File: config.mk
export PLATFORM = sky130hd
export DESIGN_NAME = its_slave_tx
export DESIGN_NICKNAME = d
export VERILOG_FILES = /design/src/shared/its_pkg.sv /design/src/shared/its_line_if.sv /design/src/its_line_mon.sv /design/src/its_slave_tx.sv
export SDC_FILE = /design/constraint.sdc
export NUM_CORES = 1
export LEC_CHECK = 0
export BUFFER_PORTS_ARGS = -buffer_cell sky130_fd_sc_hd__buf_2
export CORE_ASPECT_RATIO = 1.5
export CORE_MARGIN = 10
export CORE_UTILIZATION = 39
export DETAILED_ROUTE_END_ITERATION = 7
export GPL_TIMING_DRIVEN = 0
export SLEW_MARGIN = 10
export SYNTH_ARGS = -nofsm -noshare
export SYNTH_HDL_FRONTEND = slang
export SYNTH_SLANG_ARGS = --single-unit
File: constraint.sdc
create_clock -name i_clk -period 6 [get_ports i_clk]
set_clock_uncertainty 0.15 [all_clocks]
set_input_delay 1.5 -clock i_clk [delete_from_list [all_inputs] [get_ports i_clk]]
set_output_delay 1.5 -clock i_clk [all_outputs]
set_load 0.05 [all_outputs]
File: src/shared/its_pkg.sv
// Purpose: Constants and types shared by the two-wire slave transmit path.
// Assumes: Byte addresses on a 32-bit AHB-Lite register bus.
// Notes:   Every offset lives here, with most field positions and the CTRL1, mask and own-address reset values.
package its_pkg;
	localparam logic [7:0] OFS_CTRL1   = 8'h00;
	localparam logic [7:0] OFS_STAT    = 8'h04;
	localparam logic [7:0] OFS_DATA    = 8'h08;
	localparam logic [7:0] OFS_CTRL2   = 8'h0c;
	localparam logic [7:0] OFS_CTRL3   = 8'h10;
	localparam logic [7:0] OFS_ISTAT   = 8'h14;
	localparam logic [7:0] OFS_IMASK   = 8'h18;
	localparam logic [7:0] OFS_OWNADDR = 8'h1c;

	localparam int C1_WRITE_COLLISION_FLAG = 7;
	localparam int C1_OV   = 6;
	localparam int C1_EN   = 5;
	localparam int C1_CKP  = 4;
	localparam int ST_P    = 4;
	localparam int ST_S    = 3;
	localparam int ST_RW   = 2;
	localparam int ST_BF   = 0;
	localparam int C2_ACK  = 6;
	localparam int C3_SCIE = 5;
	localparam int C3_SBCD = 2;
	localparam int IRQ_PORT = 0;
	localparam int IRQ_COLL = 1;

	localparam logic [7:0] CTRL1_RST = 8'h00;
	localparam logic [6:0] OWN_RST   = 7'h00;
	localparam logic [1:0] MASK_RST  = 2'h0;
	localparam logic [3:0] BITS_BYTE = 4'h8;
	localparam logic [2:0] LAST_BIT  = 3'h7;

	typedef enum logic [2:0] {
		S_IDLE,
		S_ADDR,
		S_ADDR_ACK,
		S_DATA,
		S_MACK
	} its_state_e;
endpackage

File: src/shared/its_line_if.sv
// Purpose: Carries the conditioned bus line events to the slave logic.
// Assumes: All signals are on the system clock.
// Notes:   Events are one-cycle pulses; levels are synchronised copies.
`timescale 1ns/1ns
interface its_line_if;
	logic scl;
	logic sda;
	logic scl_rise;
	logic scl_fall;
	logic start;
	logic stop;
	modport prod (output scl, sda, scl_rise, scl_fall, start, stop);
	modport cons (input scl, sda, scl_rise, scl_fall, start, stop);
endinterface

File: src/its_line_mon.sv
// Purpose: Synchronise the bus lines and find their edges and conditions.
// Assumes: Bus clock well below a quarter of the system clock.
// Notes:   The first stage of each synchroniser feeds only the second.
`timescale 1ns/1ns
module its_line_mon (
	input  wire logic i_clk,
	input  wire logic i_srst,
	input  wire logic i_scl,
	input  wire logic i_sda,
	its_line_if.prod  o_ln
);
	import its_pkg::*;

	logic [1:0] scl_sync_r;
	logic [1:0] sda_sync_r;
	logic       scl_prev_r;
	logic       sda_prev_r;

	// Lines idle high, so reset to one to avoid a false edge.
	always_ff @(posedge i_clk) begin
		if (i_srst) begin
			scl_sync_r <= 2'h3;
			sda_sync_r <= 2'h3;
			scl_prev_r <= 1'b1;
			sda_prev_r <= 1'b1;
		end else begin
			scl_sync_r <= {scl_sync_r[0], i_scl};
			sda_sync_r <= {sda_sync_r[0], i_sda};
			scl_prev_r <= scl_sync_r[1];
			sda_prev_r <= sda_sync_r[1];
		end
	end

	assign o_ln.scl      = scl_sync_r[1];
	assign o_ln.sda      = sda_sync_r[1];
	assign o_ln.scl_rise = scl_sync_r[1] & ~scl_prev_r;
	assign o_ln.scl_fall = ~scl_sync_r[1] & scl_prev_r;
	// A data change while the clock stays high marks start or stop.
	assign o_ln.start = scl_sync_r[1] & scl_prev_r & ~sda_sync_r[1]
		& sda_prev_r;
	assign o_ln.stop  = scl_sync_r[1] & scl_prev_r & sda_sync_r[1]
		& ~sda_prev_r;
endmodule // its_line_mon

File: src/its_slave_tx.sv
// Purpose: Two-wire bus target that returns bytes to a reading master.
// Assumes: Single AHB-Lite slave; the master supplies the bus clock.
// Notes:   Open-drain pins: an enable high pulls the line low.
//
// Our own choices: the register offsets and the AHB-Lite interface to the registers.
`timescale 1ns/1ns
// Notes on behaviour
// - Matching address with read direction sets the read/write status bit.
// - Matching read address goes to data buffer; acknowledge on ninth clock.
// - After address acknowledge, clear clock release and hold clock low.
// - Writing the data buffer also loads the shift register.
// - Data bits shift out on falling clock edges.
// - Master acknowledge latched on ninth rising edge into ack status.
// - Not-acknowledge ends the transfer and returns to idle.
// - Port interrupt flag set on ninth falling edge; software clears it.
// - After master not-acknowledge, no stretch but flag still set.
// - Enabled collision while sending sets collision flag, returns idle.
// - Start sets start bit; flag only when start interrupt enabled.
// - Reading the received address clears buffer full.
// - Stop leaves the device unaddressed; a repeated start goes back to address reception.
// - Port enable hands the pins to the port; clear returns them.
module its_slave_tx #(
	parameter int HADDR_W = 8
) (
	input  wire logic               i_clk,
	input  wire logic               i_srst,
	input  wire logic               i_hsel,
	input  wire logic [HADDR_W-1:0] i_haddr,
	input  wire logic [1:0]         i_htrans,
	input  wire logic               i_hwrite,
	input  wire logic [2:0]         i_hsize,
	input  wire logic [31:0]        i_hwdata,
	input  wire logic               i_hready,
	output logic      [31:0]        o_hrdata,
	output logic                    o_hreadyout,
	output logic                    o_hresp,
	input  wire logic               i_scl,
	input  wire logic               i_sda,
	output logic                    o_scl_o,
	output logic                    o_scl_oe,
	output logic                    o_sda_o,
	output logic                    o_sda_oe,
	output logic                    o_pins_owned,
	output logic                    o_irq
);
	import its_pkg::*;

	if (HADDR_W < 8) begin : g_chk
		$error("HADDR_W must be at least 8");
	end

	its_line_if ln ();

	its_line_mon u_mon (
		.i_clk  (i_clk),
		.i_srst (i_srst),
		.i_scl  (i_scl),
		.i_sda  (i_sda),
		.o_ln   (ln)
	);

	its_state_e state_r;
	logic       en_r;
	logic       ckp_r;
	logic [3:0] mode_r;
	logic       write_collision_flag_r;
	logic       ov_r;
	logic       rw_r;
	logic       s_r;
	logic       p_r;
	logic       bf_r;
	logic       ack_r;
	logic       scie_r;
	logic       slave_collision_detect_enable_r;
	logic       pif_r;
	logic       bcl_r;
	logic [1:0] mask_r;
	logic [6:0] own_r;
	logic [7:0] buf_r;
	logic [7:0] shift_r;
	logic [3:0] cnt_r;
	logic       dsel_r;
	logic       dwr_r;
	logic [7:0] daddr_r;

	logic wr_c1;
	logic wr_data;
	logic rd_data;
	logic wr_c3;
	logic wr_ist;
	logic wr_msk;
	logic wr_own;
	logic data_busy;
	logic data_load;
	logic addr_match;
	logic ack_fall;
	logic mack_fall;
	logic coll;
	logic go_idle;

	// Address phase is captured once the bus is ready.
	always_ff @(posedge i_clk) begin
		if (i_srst) begin
			dsel_r  <= 1'b0;
			dwr_r   <= 1'b0;
			daddr_r <= 8'h00;
		end else if (i_hready) begin
			dsel_r  <= i_hsel & i_htrans[1];
			dwr_r   <= i_hwrite;
			daddr_r <= i_haddr[7:0];
		end
	end

	assign o_hreadyout = 1'b1;
	assign o_hresp     = 1'b0;

	always_comb begin
		wr_c1   = 1'b0;
		wr_data = 1'b0;
		rd_data = 1'b0;
		wr_c3   = 1'b0;
		wr_ist  = 1'b0;
		wr_msk  = 1'b0;
		wr_own  = 1'b0;
		if (daddr_r == OFS_CTRL1) begin
			wr_c1 = dsel_r & dwr_r;
		end else if (daddr_r == OFS_DATA) begin
			wr_data = dsel_r & dwr_r;
			rd_data = dsel_r & ~dwr_r;
		end else if (daddr_r == OFS_CTRL3) begin
			wr_c3 = dsel_r & dwr_r;
		end else if (daddr_r == OFS_ISTAT) begin
			wr_ist = dsel_r & dwr_r;
		end else if (daddr_r == OFS_IMASK) begin
			wr_msk = dsel_r & dwr_r;
		end else if (daddr_r == OFS_OWNADDR) begin
			wr_own = dsel_r & dwr_r;
		end
	end

	// Unmapped offsets read as zero; writes to them are dropped.
	always_comb begin
		o_hrdata = 32'h0000_0000;
		if (daddr_r == OFS_CTRL1) begin
			o_hrdata[7:0] = {write_collision_flag_r, ov_r, en_r, ckp_r, mode_r};
		end else if (daddr_r == OFS_STAT) begin
			o_hrdata[ST_P]  = p_r;
			o_hrdata[ST_S]  = s_r;
			o_hrdata[ST_RW] = rw_r;
			o_hrdata[ST_BF] = bf_r;
		end else if (daddr_r == OFS_DATA) begin
			o_hrdata[7:0] = buf_r;
		end else if (daddr_r == OFS_CTRL2) begin
			o_hrdata[C2_ACK] = ack_r;
		end else if (daddr_r == OFS_CTRL3) begin
			o_hrdata[C3_SCIE] = scie_r;
			o_hrdata[C3_SBCD] = slave_collision_detect_enable_r;
		end else if (daddr_r == OFS_ISTAT) begin
			o_hrdata[IRQ_PORT] = pif_r;
			o_hrdata[IRQ_COLL] = bcl_r;
		end else if (daddr_r == OFS_IMASK) begin
			o_hrdata[1:0] = mask_r;
		end else if (daddr_r == OFS_OWNADDR) begin
			o_hrdata[6:0] = own_r;
		end
	end

	// A buffer write while the master clocks a byte out would corrupt it.
	assign data_busy  = (state_r == S_DATA) && ckp_r;
	assign data_load  = wr_data && !data_busy;
	assign addr_match = (shift_r[7:1] == own_r) && shift_r[0];
	assign ack_fall   = (state_r == S_ADDR_ACK) && ln.scl_fall;
	assign mack_fall  = (state_r == S_MACK) && ln.scl_fall;
	assign coll = (state_r == S_DATA) && ln.scl_rise && shift_r[7]
		&& !ln.sda && slave_collision_detect_enable_r;
	assign go_idle = !en_r || ln.stop;

	always_ff @(posedge i_clk) begin
		if (i_srst) begin
			state_r <= S_IDLE;
			cnt_r   <= 4'h0;
		end else if (go_idle) begin
			state_r <= S_IDLE;
			cnt_r   <= 4'h0;
		end else if (ln.start) begin
			state_r <= S_ADDR;
			cnt_r   <= 4'h0;
		end else begin
			case (state_r)
				S_ADDR: begin
					if (ln.scl_rise) begin
						cnt_r <= cnt_r + 4'h1;
					end else if (ln.scl_fall && cnt_r == BITS_BYTE) begin
						state_r <= addr_match ? S_ADDR_ACK : S_IDLE;
					end
				end
				S_ADDR_ACK: begin
					if (ln.scl_fall) begin
						state_r <= S_DATA;
						cnt_r   <= 4'h0;
					end
				end
				S_DATA: begin
					if (coll) begin
						state_r <= S_IDLE;
					end else if (ln.scl_fall) begin
						cnt_r <= cnt_r + 4'h1;
						if (cnt_r[2:0] == LAST_BIT) begin
							state_r <= S_MACK;
						end
					end
				end
				S_MACK: begin
					if (ln.scl_fall) begin
						cnt_r   <= 4'h0;
						state_r <= ack_r ? S_IDLE : S_DATA;
					end
				end
				default: begin
					state_r <= S_IDLE;
				end
			endcase
		end
	end

	// One shifter serves both the incoming address and outgoing data.
	always_ff @(posedge i_clk) begin
		if (i_srst) begin
			shift_r <= 8'h00;
		end else if (state_r == S_ADDR && ln.scl_rise && !ln.start) begin
			shift_r <= {shift_r[6:0], ln.sda};
		end else if (state_r == S_DATA && ln.scl_fall) begin
			shift_r <= {shift_r[6:0], 1'b0};
		end else if (data_load) begin
			shift_r <= i_hwdata[7:0];
		end
	end

	always_ff @(posedge i_clk) begin
		if (i_srst) begin
			buf_r <= 8'h00;
			bf_r  <= 1'b0;
			rw_r  <= 1'b0;
		end else if (state_r == S_ADDR && ln.scl_fall
			&& cnt_r == BITS_BYTE && addr_match && en_r) begin
			buf_r <= shift_r;
			bf_r  <= 1'b1;
			rw_r  <= 1'b1;
		end else begin
			if (data_load) begin
				buf_r <= i_hwdata[7:0];
			end
			if (rd_data) begin
				bf_r <= 1'b0;
			end
			if (go_idle) begin
				rw_r <= 1'b0;
			end
		end
	end

	always_ff @(posedge i_clk) begin
		if (i_srst) begin
			ack_r <= 1'b0;
		end else if (state_r == S_MACK && ln.scl_rise) begin
			ack_r <= ln.sda;
		end
	end

	always_ff @(posedge i_clk) begin
		if (i_srst) begin
			{write_collision_flag_r, ov_r, en_r, ckp_r, mode_r} <= CTRL1_RST;
		end else begin
			if (wr_c1) begin
				en_r   <= i_hwdata[C1_EN];
				ckp_r  <= i_hwdata[C1_CKP];
				mode_r <= i_hwdata[3:0];
				ov_r   <= ov_r & i_hwdata[C1_OV];
				write_collision_flag_r <= write_collision_flag_r & i_hwdata[C1_WRITE_COLLISION_FLAG];
			end
			// Hardware events win over a software write in the same cycle.
			if (wr_data && data_busy) begin
				write_collision_flag_r <= 1'b1;
			end
			if (ack_fall || (mack_fall && !ack_r)) begin
				ckp_r <= 1'b0;
			end
		end
	end

	always_ff @(posedge i_clk) begin
		if (i_srst) begin
			s_r     <= 1'b0;
			p_r     <= 1'b0;
			scie_r  <= 1'b0;
			slave_collision_detect_enable_r <= 1'b0;
			mask_r  <= MASK_RST;
			own_r   <= OWN_RST;
		end else begin
			if (wr_c3) begin
				scie_r  <= i_hwdata[C3_SCIE];
				slave_collision_detect_enable_r <= i_hwdata[C3_SBCD];
			end
			if (wr_msk) begin
				mask_r <= i_hwdata[1:0];
			end
			if (wr_own) begin
				own_r <= i_hwdata[6:0];
			end
			if (!en_r) begin
				s_r <= 1'b0;
				p_r <= 1'b0;
			end else if (ln.start) begin
				s_r <= 1'b1;
				p_r <= 1'b0;
			end else if (ln.stop) begin
				s_r <= 1'b0;
				p_r <= 1'b1;
			end
		end
	end

	always_ff @(posedge i_clk) begin
		if (i_srst) begin
			pif_r <= 1'b0;
			bcl_r <= 1'b0;
		end else begin
			if (ack_fall || mack_fall || (ln.start && scie_r && en_r)) begin
				pif_r <= 1'b1;
			end else if (wr_ist && i_hwdata[IRQ_PORT]) begin
				pif_r <= 1'b0;
			end
			if (coll && en_r) begin
				bcl_r <= 1'b1;
			end else if (wr_ist && i_hwdata[IRQ_COLL]) begin
				bcl_r <= 1'b0;
			end
		end
	end

	assign o_irq = |({bcl_r, pif_r} & mask_r);

	// The clock is held only between bytes, before software releases it.
	assign o_scl_o      = 1'b0;
	assign o_sda_o      = 1'b0;
	assign o_pins_owned = en_r;
	assign o_scl_oe     = en_r && (state_r == S_DATA) && !ckp_r;
	assign o_sda_oe     = en_r && ((state_r == S_ADDR_ACK)
		|| (state_r == S_DATA && !shift_r[7]));
endmodule // its_slave_tx

Word-level counts from Yosys, hierarchy flattened:

Index checks and enable logic that the tools add are counted.

* output and inout bits: 40
* register bits: 65
* logic and storage cells: 213
* bits of input ports: 52

* equal/unequal tests: 30
* reduce and logical (&&, ||, !) cells: 61
* muxes and demuxes: 74
* bitwise operators: 19
* add/sub/neg operators: 1

Operators by type and width (count)
* two-way mux 1 bit: 43
* two-way mux 8 bit: 5
* equality test 8 x 5 -> 1 bit (second input constant): 4
* logical AND 1 bit: 29
* two-way mux 3 bit: 9
* != test 3 bit (second input constant): 6
* equality test 8 x 4 -> 1 bit (second input constant): 2
* two-way mux 4 bit: 4
* two-way mux 7 bit: 2
* != test 2 bit (second input constant): 7
* nonzero test 2 bit: 7
* AND 1 bit: 12
* two-way mux 2 bit: 6
* case mux 3 bit (4 select lines): 1
* case mux 4 bit (3 select lines): 1
* AND reduction 6 bit: 2
* two-way mux 5 bit: 2
* OR reduction 2 bit: 5
* equality test 8 x 3 -> 1 bit (second input constant): 1
* zero test 8 bit: 1
* != test 4 bit (second input constant): 2
* equality test 7 bit: 1
* zero test 1 bit: 7
* equality test 3 x 2 -> 1 bit (second input constant): 2
* other kinds (12): 24

Longest topological paths before layout:

Gate-level depths: netlist of run 1.

* depth in word-level cells: 9
* gate-level depth with buffers: 7
* mapped depth without buffers: 6

Hierarchy:

A second synthesis of run 1 with hierarchy kept.

* cell total of the unflattened synthesis: 406
* area, all modules: 3631.0 um^2

Modules (own cells, without submodules)
* its_slave_tx: area each 3440.8 um^2, times used 1, cells each 390
* its_line_mon: area each 190.2 um^2, times used 1, cells each 16

Worst setup path before layout of run 1:

OpenSTA, ideal clock, no wires.

* path type: register -> output
* from: reg daddr_r[7]
* to: out o_hrdata[7]
* path buffers: 0
* setup slack: 1.973 ns
* cell stages (with the launch flop): 4
* data required time: 4.350 ns
* arrival: 2.377 ns
* cell sequence: dfxtp_1 -> nor3_2 -> nand2_1 -> nor4_1

* word-level cells in the longest chain between the ends: 4
* elaborated cells between the ends (all ways): 6

RTL lines
* from (decl): line its_slave_tx.sv:84 `logic [7:0] daddr_r;`
* from (signal assigned): line its_slave_tx.sv:110 `daddr_r <= i_haddr[7:0];`
* equality test 8 x 4 -> 1 bit: line its_slave_tx.sv:151 `end else if (daddr_r == OFS_DATA) begin`
* two-way mux 1 bit: line its_slave_tx.sv:151
* two-way mux 3 bit: line its_slave_tx.sv:146 `end else if (daddr_r == OFS_STAT) begin`
* two-way mux 8 bit *: line its_slave_tx.sv:144 `if (daddr_r == OFS_CTRL1) begin`
* to (decl): line its_slave_tx.sv:34 `output logic [31:0] o_hrdata,`

Every way passes the cells marked *; elsewhere a longest branch is shown, timed or not.

Worst setup path after layout of run 1:

* from: reg daddr_r[7]
* to: out o_hrdata[3]

* word-level cells in the longest chain between the ends: 9
* elaborated cells between the ends (all ways): 16

RTL lines
* equality test 8 x 5 -> 1 bit: line its_slave_tx.sv:163 `end else if (daddr_r == OFS_OWNADDR) begin`
* two-way mux 7 bit: line its_slave_tx.sv:163
* two-way mux 5 bit: line its_slave_tx.sv:161 `end else if (daddr_r == OFS_IMASK) begin`
* two-way mux 5 bit: line its_slave_tx.sv:158 `end else if (daddr_r == OFS_ISTAT) begin`
* two-way mux 2 bit: line its_slave_tx.sv:155 `end else if (daddr_r == OFS_CTRL3) begin`
* two-way mux 6 bit: line its_slave_tx.sv:153 `end else if (daddr_r == OFS_CTRL2) begin`
* two-way mux 7 bit: line its_slave_tx.sv:151
* two-way mux 3 bit: line its_slave_tx.sv:146
* two-way mux 8 bit *: line its_slave_tx.sv:144

Marks and branches as above.

==> flow_summary_export.csv, run 1 <==
group,metric,value,unit
sta,rsz0062_at_grt,"false",
clock_network,post_cts_buffers,0,
power,p_leak,1.95,nW
critical_path,timing.rr.end,"buf_r[4]",
critical_path,end_kind,"output pin",
critical_path,reg2reg_depth,5,
sta,fin_crit_sh,65.8,%
logic_synthesis,ys_async_sr_fraction,0,%
sta,tightest_slew,0.667,ns
logic_synthesis,netlist_top_cells_count,"dfxtp_1, mux2i_1, nor2_1",
logic_synthesis,synth.area.top_cells,"dfxtp_1, mux2i_1, buf_4",
cells_and_area,stdcell_area,4500,µm²
clock_network,cts_inserted_buffers,9,
worst_hold_path,hold_start,"u_mon.scl_sync_r[0]",
die,start_util,40.1,%
critical_path,worstPathMaxFanout,9,
grt,track_usage,15.1,%
run_status,outcome,"complete, no violations",
logic_synthesis,yosysTopAreaCell,"dfxtp_1",
grt,grt_pass1_wl,16900,µm
grt,grt_max_degree,14,
route,num_vias,3231,
die,coreArea,9310,µm²
sta,finalSetupTns,0,ns
route,wl_per_cell,17.5,µm
critical_path,r2r_start,"state_r[2]",
cells_and_area,final_nets,546,
die,die_w,99.9,µm
cells_and_area,syn_to_final_growth,20.4,%
sta,fmax,253,MHz
die,num_rows,43,
route,drc,0,
logic_synthesis,ys_types,65,
critical_path,cp.required,4.35,ns
placed_design,place_congestion,0.875,
logic_synthesis,yosysWarnings,0,
grt,antenna_found_initial,0,
die,ioPinCount,92,
worst_hold_path,min_to,"u_mon.scl_sync_r[1]",
die,dieArea,14000,µm²
clock_network,htreeDepth,3,
clock_network,cts_root_buffer,"clkbuf_16",
clock_network,cts_buffer_depth,2,
grt,grt_pass1_vias,3205,
critical_path,r2r_slack,3.75,ns
power,power_density,262,nW/µm²
cells_and_area,seq_area,1300,µm²
sta,drv_slew,0,
clock_network,ctsResizeCount,0,
cells_and_area,antenna_cells,0,
clock_network,clkTransAtPathRegs,0.06,ns
power,power,1.18,mW
logic_synthesis,yosysMostFrequentCell,"dfxtp_1",
worst_hold_path,hp-class,"reg -> reg",
logic_synthesis,synth_top_area_share,34.8,%
cells_and_area,fillCellCount,911,
critical_path,cp.arrival,2.30,ns
clock_network,cts_hold_buf,0,
worst_hold_path,hold_path_depth,1,
placed_design,dp_hpwl,8350,µm
placed_design,placed_cell_area,4150,µm²
route,viasPerCell,5.31,
route,drtAntennaViolNets,0,
sta,finalHoldViolCount,0,
clock_network,clock_sinks,65,
logic_synthesis,synth-seq-cells,65,
logic_synthesis,syn_area_per_cell,8.92,µm²
logic_synthesis,synth_area,3740,µm²
cells_and_area,post_route_cells_drive_above_1_share,22.2,%
logic_synthesis,synth-main-ff-cell,"dfxtp_1",
logic_synthesis,yosysSeqAreaShare,34.8,%
job,maxCapViolCount,0,
sta,relSlewSlack,55.2,%
clock_network,clock_latency,0.33,ns
grt,overflow,0,
logic_synthesis,netlist_instances,419,
die,dieHeight,140,µm
sta,setup_viol,0,
route,dr.pass1.iters,4,
placed_design,portBuffers,35,
logic_synthesis,synth_edf_count,0,
sta,fin_crit,3.95,ns
power,peakVddDrop,0.187,mV
cells_and_area,multiInputGateArea,2130,µm²
critical_path,start_kind,"flop",
route,drt_iter0_drc,143,
clock_network,cts_tree,"yes",
critical_path,critPathKind,"reg -> out",
route,drt-total-wl,10700,µm
-- stage by stage --
stage,hold slack [ns],utilization [%],std cells,setup slack [ns]
final,0.259,48.3,608,2.05
after global routing,0.268,48.3,608,1.89
after CTS,0.257,48.3,608,2.04
after detailed placement,0.244,44.6,592,2.40
after global placement,0.243,44.6,592,2.41
after floorplan,0.239,-,445,1.97
-- flip-flops by register name, summed over array words and instances, names as in the netlist, 2 cells and up --
register / count
own_r: 7
daddr_r: 8
u_mon.scl_sync_r: 2
u_mon.sda_sync_r: 2
shift_r: 8
mask_r: 2
mode_r: 4
state_r: 3
buf_r: 8
cnt_r: 4
-- per-layer routing --
layer	global-route usage [%]	vias up	wire length, µm
met2	26.1	104	5460
met3	3.87	22	777
li1	-	1593	-
met1	16.5	1512	4080
met5	0	-	0
met4	7.42	0	337
-- placed cells by master, fill, tap and decap left out, drive strengths merged, types with 2 or more instances in the layout --
master | Yosys | final
nor2 | 42 | 42
clkbuf | 13 | 22
a31oi | 2 | 2
or3 | 3 | 3
nand2b | 9 | 9
and3 | 2 | 2
xnor2 | 8 | 8
nor3 | 7 | 7
conb | 2 | 28
a211oi | 13 | 13
a221oi | 8 | 8
nor2b | 6 | 6
nand3 | 15 | 15
o22ai | 3 | 3
or2 | 6 | 6
nor4 | 3 | 3
nand2 | 15 | 15
inv | 16 | 18
mux2i | 53 | 53
bufinv | 0 | 3
clkinv | 0 | 2
a22oi | 2 | 2
o21ai | 9 | 9
and3b | 5 | 5
o21a | 2 | 2
a21oi | 18 | 18
dfxtp | 65 | 65
o221ai | 2 | 2
nor3b | 5 | 5
or3b | 2 | 2
nand4b | 3 | 3
nand4 | 6 | 6
a21o | 2 | 2
or4 | 4 | 4
buf | 41 | 76
nand3b | 4 | 4
o211ai | 2 | 2
ha | 3 | 3
and2 | 2 | 2
-- kinds of logic (layout without fill, tap and decap cells) --
| logic type | after synthesis | in the layout | synth area share (%) |
|---|---|---|---|
| xor+xnor | 9 | 9 | 2.11 |
| buf+inv | 70 | 121 | 10.8 |
| fa+ha+maj | 3 | 3 | 1.00 |
| simple gates | 143 | 143 | 21.8 |
| compound gates | 73 | 73 | 14.7 |
| other cells | 2 | 28 | 0.201 |
| flops | 65 | 65 | 34.8 |
| mux | 54 | 54 | 14.5 |
-- layout make-up --
class	instances	area share, %
buffer	54	7.65
clock buffer	9	5.01
clock inverter	7	2.78
inverter	16	1.33
multi-input combinational	310	47.3
sequential	65	28.9
tap	112	3.11
timing repair buffer	35	3.89
-- how the worst max path moves through the flow --
stage	start	to	slack, ns	cells after the start
after CTS	daddr_r[7]	o_hrdata[3]	2.04	5
after global placement	daddr_r[7]	o_hrdata[4]	2.41	5
after floorplan	daddr_r[7]	o_hrdata[7]	1.97	3
after detailed placement	daddr_r[7]	o_hrdata[3]	2.40	5
after global routing	daddr_r[7]	o_hrdata[3]	1.89	5
final	daddr_r[7]	o_hrdata[3]	2.05	5
-- critical path, stage by stage, from the launching register on --
cell and delay [ns]:
dfxtp_1 0.33, nor3_2 0.43, nand2_1 0.32, or3_1 0.41, o22ai_1 0.17, buf_2 0.30
-- report_power, final --
part	total, mW	switching, mW	internal [mW]
sequential	0.442	0.00473	0.437
combinational	0.120	0.0844	0.0354
clock	0.617	0.207	0.410
No activity file was read; power rests on OpenSTA's default activity.
==> inputs of run 2 (changes only) <==
==> constraint.sdc (replaced) <==
create_clock -name i_clk -period 3.3 [get_ports i_clk]
set_clock_uncertainty 0.15 [all_clocks]
set_input_delay 0.825 -clock i_clk [delete_from_list [all_inputs] [get_ports i_clk]]
set_output_delay 0.825 -clock i_clk [all_outputs]
set_load 0.05 [all_outputs]
==> run 2 against run 1 <==
Effect of this change: register-to-register slack got worse by 2.6 ns; die area unchanged; hold slack got worse by 0.0031 ns; sequential power is 82% higher; critical path depth is 1 higher; non-clock buffer count is the same; global-route usage grew 0.085 points; design area decreased by 0.78%; critical path type unchanged; largest cell class unchanged.
==> flow_summary_export.csv, run 2 (synthesis results as in run 1) <==
group,metric,value,unit
sta,rsz0062_at_grt,"false",
placed_design,place_congestion,0.891,
critical_path,cp.arrival,2.20,ns
worst_hold_path,min_to,"u_mon.sda_sync_r[1]",
clock_network,cts_hold_buf,0,
route,drc,0,
die,num_rows,43,
die,coreArea,9310,µm²
route,drt_iter0_drc,196,
sta,setup_viol,0,
grt,use_met1,16.7,%
power,p_leak,1.92,nW
route,dr.pass1.iters,4,
worst_hold_path,hold_path_depth,1,
job,maxCapViolCount,0,
clock_network,post_cts_buffers,0,
critical_path,reg2reg_depth,5,
cells_and_area,syn_to_final_growth,19.5,%
die,dieHeight,140,µm
critical_path,r2r_slack,1.19,ns
critical_path,start_kind,"flop",
die,start_util,40.1,%
placed_design,dp_hpwl,8320,µm
route,drt-total-wl,10700,µm
die,ioPinCount,92,
clock_network,htreeDepth,3,
power,peakVddDrop,0.256,mV
cells_and_area,fin_cells,608,
critical_path,end_kind,"output pin",
cells_and_area,largest_registers,"buf_r (8), daddr_r (8), shift_r (8)",
grt,overflow,0,
worst_hold_path,hold_start,"u_mon.sda_sync_r[0]",
placed_design,dp.cells,592,
clock_network,clock_sinks,65,
sta,finalHoldViolCount,0,
grt,gr-usage-met3,3.67,%
cells_and_area,final_common_cell,"dfxtp_1",
route,wl_per_cell,17.6,µm
grt,grt_pass1_vias,3212,
cells_and_area,final_nets,546,
critical_path,timing.rr.end,"buf_r[2]",
clock_network,cts_tree,"yes",
cells_and_area,post_route_cells_drive_above_1_share,22.4,%
cells_and_area,stdcell_area,4460,µm²
clock_network,cts_inserted_buffers,9,
route,viasPerCell,5.23,
clock_network,clkTransAtPathRegs,0.06,ns
grt,grt-busiest-layer,"met2",
critical_path,r2r_start,"state_r[2]",
cells_and_area,antenna_cells,0,
sta,finalSetupTns,0,ns
grt,grt_pass1_wl,17000,µm
placed_design,placed_cell_area,4160,µm²
power,power_density,445,nW/µm²
sta,fin_crit_sh,96.1,%
clock_network,clock_latency,0.34,ns
clock_network,cts_buffer_depth,2,
critical_path,critPathKind,"reg -> out",
route,num_vias,3179,
run_status,outcome,"complete, no violations",
sta,tightest_slew,0.669,ns
cells_and_area,final_cell_mix,"dfxtp_1, mux2i_1, nor2_1",
critical_path,cp.required,2.32,ns
sta,fmax,315,MHz
sta,drv_slew,0,
die,dieArea,14000,µm²
clock_network,cts_root_buffer,"clkbuf_16",
worst_hold_path,hp-class,"reg -> reg",
sta,fin_crit,3.17,ns
grt,grt_max_degree,12,
die,die_w,99.9,µm
placed_design,portBuffers,35,
grt,met2_usage,26.6,%
critical_path,worstPathMaxFanout,10,
grt,track_usage,15.2,%
route,drtAntennaViolNets,0,
grt,antenna_found_initial,0,
sta,relSlewSlack,55.4,%
==> run 2: changes by cell type in the layout (fill, tap and decap cells not counted), sizes merged <==
cell      change
clkbuf        +4
clkinvlp      +3
bufinv        -2
clkinv        -2
inv           -2
buf           -1
==> run 2: per-layer routing <==
metal  share of wire, %  routed length [µm]
met1                 40                4340
met2                 51                5490
met5                  0                   0
met3                6.1                 659
met4                2.2                 240
==> run 2: timing repair <==
item                                    CTS  global route
cloned                                    0             0
resized for setup                         1             2
hold endpoints to repair                  0             0
endpoints found under the setup margin    1             3
==> run 2: area by class of cell <==
cell class | count | area [µm²]
clock buffer | 12 | 246
multi-input combinational | 310 | 2140
inverter | 16 | 60.1
clock inverter | 4 | 52.6
timing repair buffer | 35 | 175
fill | 907 | 4840
sequential | 65 | 1300
tap | 112 | 140
buffer | 54 | 345
==> run 2: worst max-delay path, cell delays in order (launching register included) <==
cell and delay [ns]:
dfxtp_1 0.33, clkbuf_1 0.34, clkbuf_1 0.46, nor2_1 0.13, a211oi_1 0.25, a311oi_1 0.09, buf_2 0.25
==> run 2: worst max-delay path by stage <==
| stage | startpoint | to | slack (ns) | cells past startpoint |
|---|---|---|---|---|
| after global routing | daddr_r[2] | o_hrdata[5] | 0.03 | 5 |
| after global placement | daddr_r[7] | o_hrdata[4] | 0.35 | 5 |
| final | daddr_r[2] | o_hrdata[2] | 0.13 | 6 |
| after CTS | daddr_r[3] | o_hrdata[1] | 0.002 | 6 |
| after floorplan | daddr_r[3] | o_hrdata[0] | 0.05 | 5 |
| after detailed placement | daddr_r[7] | o_hrdata[4] | 0.36 | 5 |
==> run 2: per-stage QoR <==
step / setup slack (ns) / hold WS, ns / power (mW) / util (%)
floorplan: 0.0491 / 0.239 / 0.988 / -
global placement: 0.355 / 0.242 / 1.04 / 44.6
detailed placement: 0.365 / 0.244 / 1.04 / 44.6
CTS: 0.00214 / 0.257 / 2.00 / 47.9
global route: 0.0251 / 0.269 / 2.04 / 48.0
finish: 0.129 / 0.255 / 1.99 / 48.0
==> run 2: power breakdown <==
group / leakage [nW] / switching [mW] / internal [mW] / total [mW]
clock network: 0.135 / 0.357 / 0.606 / 0.963
logic: 1.26 / 0.156 / 0.0656 / 0.221
registers: 0.527 / 0.00913 / 0.795 / 0.805
total: 1.92 / 0.522 / 1.47 / 1.99
==> inputs of run 3 (changes only) <==
--- a/config.mk
+++ b/config.mk
@@ -7,11 +7,12 @@
 export LEC_CHECK = 0
 export BUFFER_PORTS_ARGS = -buffer_cell sky130_fd_sc_hd__buf_2
 export CORE_ASPECT_RATIO = 1.5
-export CORE_MARGIN = 10
+export CORE_MARGIN = 8
 export CORE_UTILIZATION = 39
 export DETAILED_ROUTE_END_ITERATION = 7
 export GPL_TIMING_DRIVEN = 0
 export SLEW_MARGIN = 10
 export SYNTH_ARGS = -nofsm -noshare
 export SYNTH_HDL_FRONTEND = slang
+export SYNTH_HIERARCHICAL = 1
 export SYNTH_SLANG_ARGS = --single-unit
==> run 3 against run 2 <==
Effect of this change: synthesized area shrank 2.8%; combinational power is essentially flat; highest routed layer unchanged; critical endpoint unchanged; clock power shrank 11%; largest cell class unchanged.
==> flow_summary_export.csv, run 3 <==
group,metric,value,unit
critical_path,slowest_stage,"dfxtp_1",
worst_hold_path,hp-class,"reg -> reg",
route,drtAntennaViolNets,0,
critical_path,r2r_slack,0.99,ns
die,coreArea,9150,µm²
die,num_rows,43,
critical_path,cp.arrival,2.07,ns
sta,fmax,329,MHz
logic_synthesis,yosysTopAreaCell,"dfxtp_1",
clock_network,clkTransAtPathRegs,0.05,ns
logic_synthesis,synth.area.top_cells,"dfxtp_1, mux2i_1, buf_4",
logic_synthesis,synth_top_area_share,35.8,%
die,dieHeight,134,µm
logic_synthesis,yosysSeqAreaShare,35.8,%
grt,grt_max_degree,11,
sta,relSlewSlack,56.7,%
run_status,outcome,"complete, no violations",
clock_network,cts_inserted_buffers,9,
logic_synthesis,synth_area,3630,µm²
route,viasPerCell,5.31,
clock_network,clock_latency,0.34,ns
sta,rsz0062_at_grt,"false",
sta,setup_viol,0,
placed_design,dp_hpwl,8140,µm
sta,fin_crit,3.04,ns
cells_and_area,antenna_cells,0,
placed_design,place_congestion,0.928,
cells_and_area,syn_to_final_growth,18.9,%
grt,grt_pass1_wl,16500,µm
sta,tightest_slew,0.650,ns
logic_synthesis,syn_area_per_cell,8.94,µm²
grt,gr-usage-met3,3.69,%
route,drt-total-wl,10500,µm
cells_and_area,final_cell_mix,"dfxtp_1, mux2i_1, nor2_1",
route,drc,0,
critical_path,cpLargestDelayFamily,"buffers and inverters",
die,ioPinCount,92,
logic_synthesis,yosysWarnings,6,
power,peakVddDrop,0.267,mV
clock_network,clock_sinks,65,
die,die_w,94.8,µm
clock_network,cts_tree,"yes",
clock_network,htreeDepth,3,
die,dieArea,12700,µm²
logic_synthesis,yosysMostFrequentCell,"dfxtp_1",
clock_network,post_cts_buffers,0,
grt,use_met1,17.3,%
sta,drv_slew,0,
route,num_vias,3152,
die,start_util,39.7,%
cells_and_area,final_nets,533,
critical_path,cpMostUsedCell,"buf_2",
logic_synthesis,synth_edf_count,0,
route,dr.pass1.iters,5,
logic_synthesis,synth-main-ff-cell,"dfxtp_1",
sta,finalSetupTns,0,ns
critical_path,slowest_delay,0.47,ns
clock_network,cts_root_buffer,"clkbuf_16",
critical_path,cp.required,2.32,ns
cells_and_area,final_common_cell,"dfxtp_1",
critical_path,critPathKind,"reg -> out",
critical_path,start_kind,"flop",
power,power,1.89,mW
logic_synthesis,netlist_top_cells_count,"dfxtp_1, mux2i_1, nor2_1",
critical_path,end_kind,"output pin",
cells_and_area,post_route_cells_drive_above_1_share,21.6,%
power,power_density,438,nW/µm²
cells_and_area,largest_registers,"buf_r (8), daddr_r (8), shift_r (8)",
sta,fin_crit_sh,92.1,%
sta,finalHoldViolCount,0,
grt,overflow,0,
critical_path,cp.buffers_inverters,3,
logic_synthesis,synth-seq-cells,65,
job,maxCapViolCount,0,
logic_synthesis,ys_types,56,
grt,antenna_found_initial,0,
logic_synthesis,netlist_instances,406,
critical_path,path_cells,"clkbuf_2 -> buf_2 -> o311ai_0 -> a21boi_1 -> buf_2",
grt,met2_usage,29.8,%
route,drt_iter0_drc,236,
grt,grt-busiest-layer,"met2",
logic_synthesis,ys_async_sr_fraction,0,%
critical_path,worstPathMaxFanout,10,
cells_and_area,postLayoutCoreUtil,47.2,%
power,p_leak,1.87,nW
placed_design,portBuffers,35,
route,wl_per_cell,17.7,µm
clock_network,cts_buffer_depth,2,
grt,grt_pass1_vias,3129,
grt,track_usage,16.9,%
## run 3: logic make-up (layout without fill, tap and decap cells)
| logic type | after synthesis | after routing | synth area share, % |
|---|---|---|---|
| adders and majority gates | 3 | 3 | 1.03 |
| DFF | 65 | 65 | 35.8 |
| xor gates and xnor gates | 8 | 8 | 1.93 |
| buffers and inverters | 56 | 106 | 9.34 |
| and+or+nand+nor | 145 | 145 | 23.2 |
| AOI/OAI and AO/OA | 73 | 73 | 13.4 |
| muxes | 54 | 54 | 15.1 |
| other | 2 | 28 | 0.207 |
## run 3: repair_timing
item	CTS	global route
hold buffers	0	0
gates resized for setup	1	5
setup endpoints to repair	5	2
## run 3: final timing paths
kind                                          start                   to  depth (start not counted)
worst max-delay path                     daddr_r[3]          o_hrdata[2]                          5
worst max register to register  u_mon/scl_sync_r[1]           shift_r[3]                          6
worst min-delay path            u_mon/sda_sync_r[0]  u_mon/sda_sync_r[1]                          1
worst min register to register  u_mon/sda_sync_r[0]  u_mon/sda_sync_r[1]                          1
## run 3: final cells by class
class,instances,area (µm²)
plain buffers,49,317
clock buffers,11,243
clock inverters,4,20.0
fillers,904,4830
inverters,7,26.3
multi-input cells,311,2090
flip-flops and latches,65,1300
well taps,112,140
repair buffers,35,175
## run 3: report_power, final
group          internal, mW  switching, mW  leakage, nW
sequential            0.796         0.0113        0.527
combinational        0.0687          0.156         1.21
clock                 0.518          0.339        0.135
## run 3: per-layer routing
metal  vias up  part of all wire [%]
met5         -                     0
met3        29                   5.9
met4         0                   4.1
met2        93                    53
met1      1477                    37
li1       1553                     -
## run 3: worst register-to-register path, cell delays in order, from the launching register on
cell	delay [ns]
dfxtp_1	0.36
nor2b_1	0.45
or3b_2	0.48
a21o_1	0.26
clkbuf_1	0.25
nor2_1	0.15
a211oi_1	0.06
## run 3: metrics by stage
| stage | hold WS [ns] | instance area, µm² | setup slack, ns | instances |
|---|---|---|---|---|
| 5_1_grt | 0.258 | 4320 | 0.139 | 594 |
| 2_1_floorplan | 0.233 | 3730 | 0.321 | 432 |
| 3_3_place_gp | 0.236 | 4040 | 0.239 | 579 |
| 4_1_cts | 0.254 | 4310 | 0.0869 | 594 |
| 3_5_place_dp | 0.242 | 4040 | 0.252 | 579 |
| 6_report | 0.253 | 4320 | 0.260 | 594 |
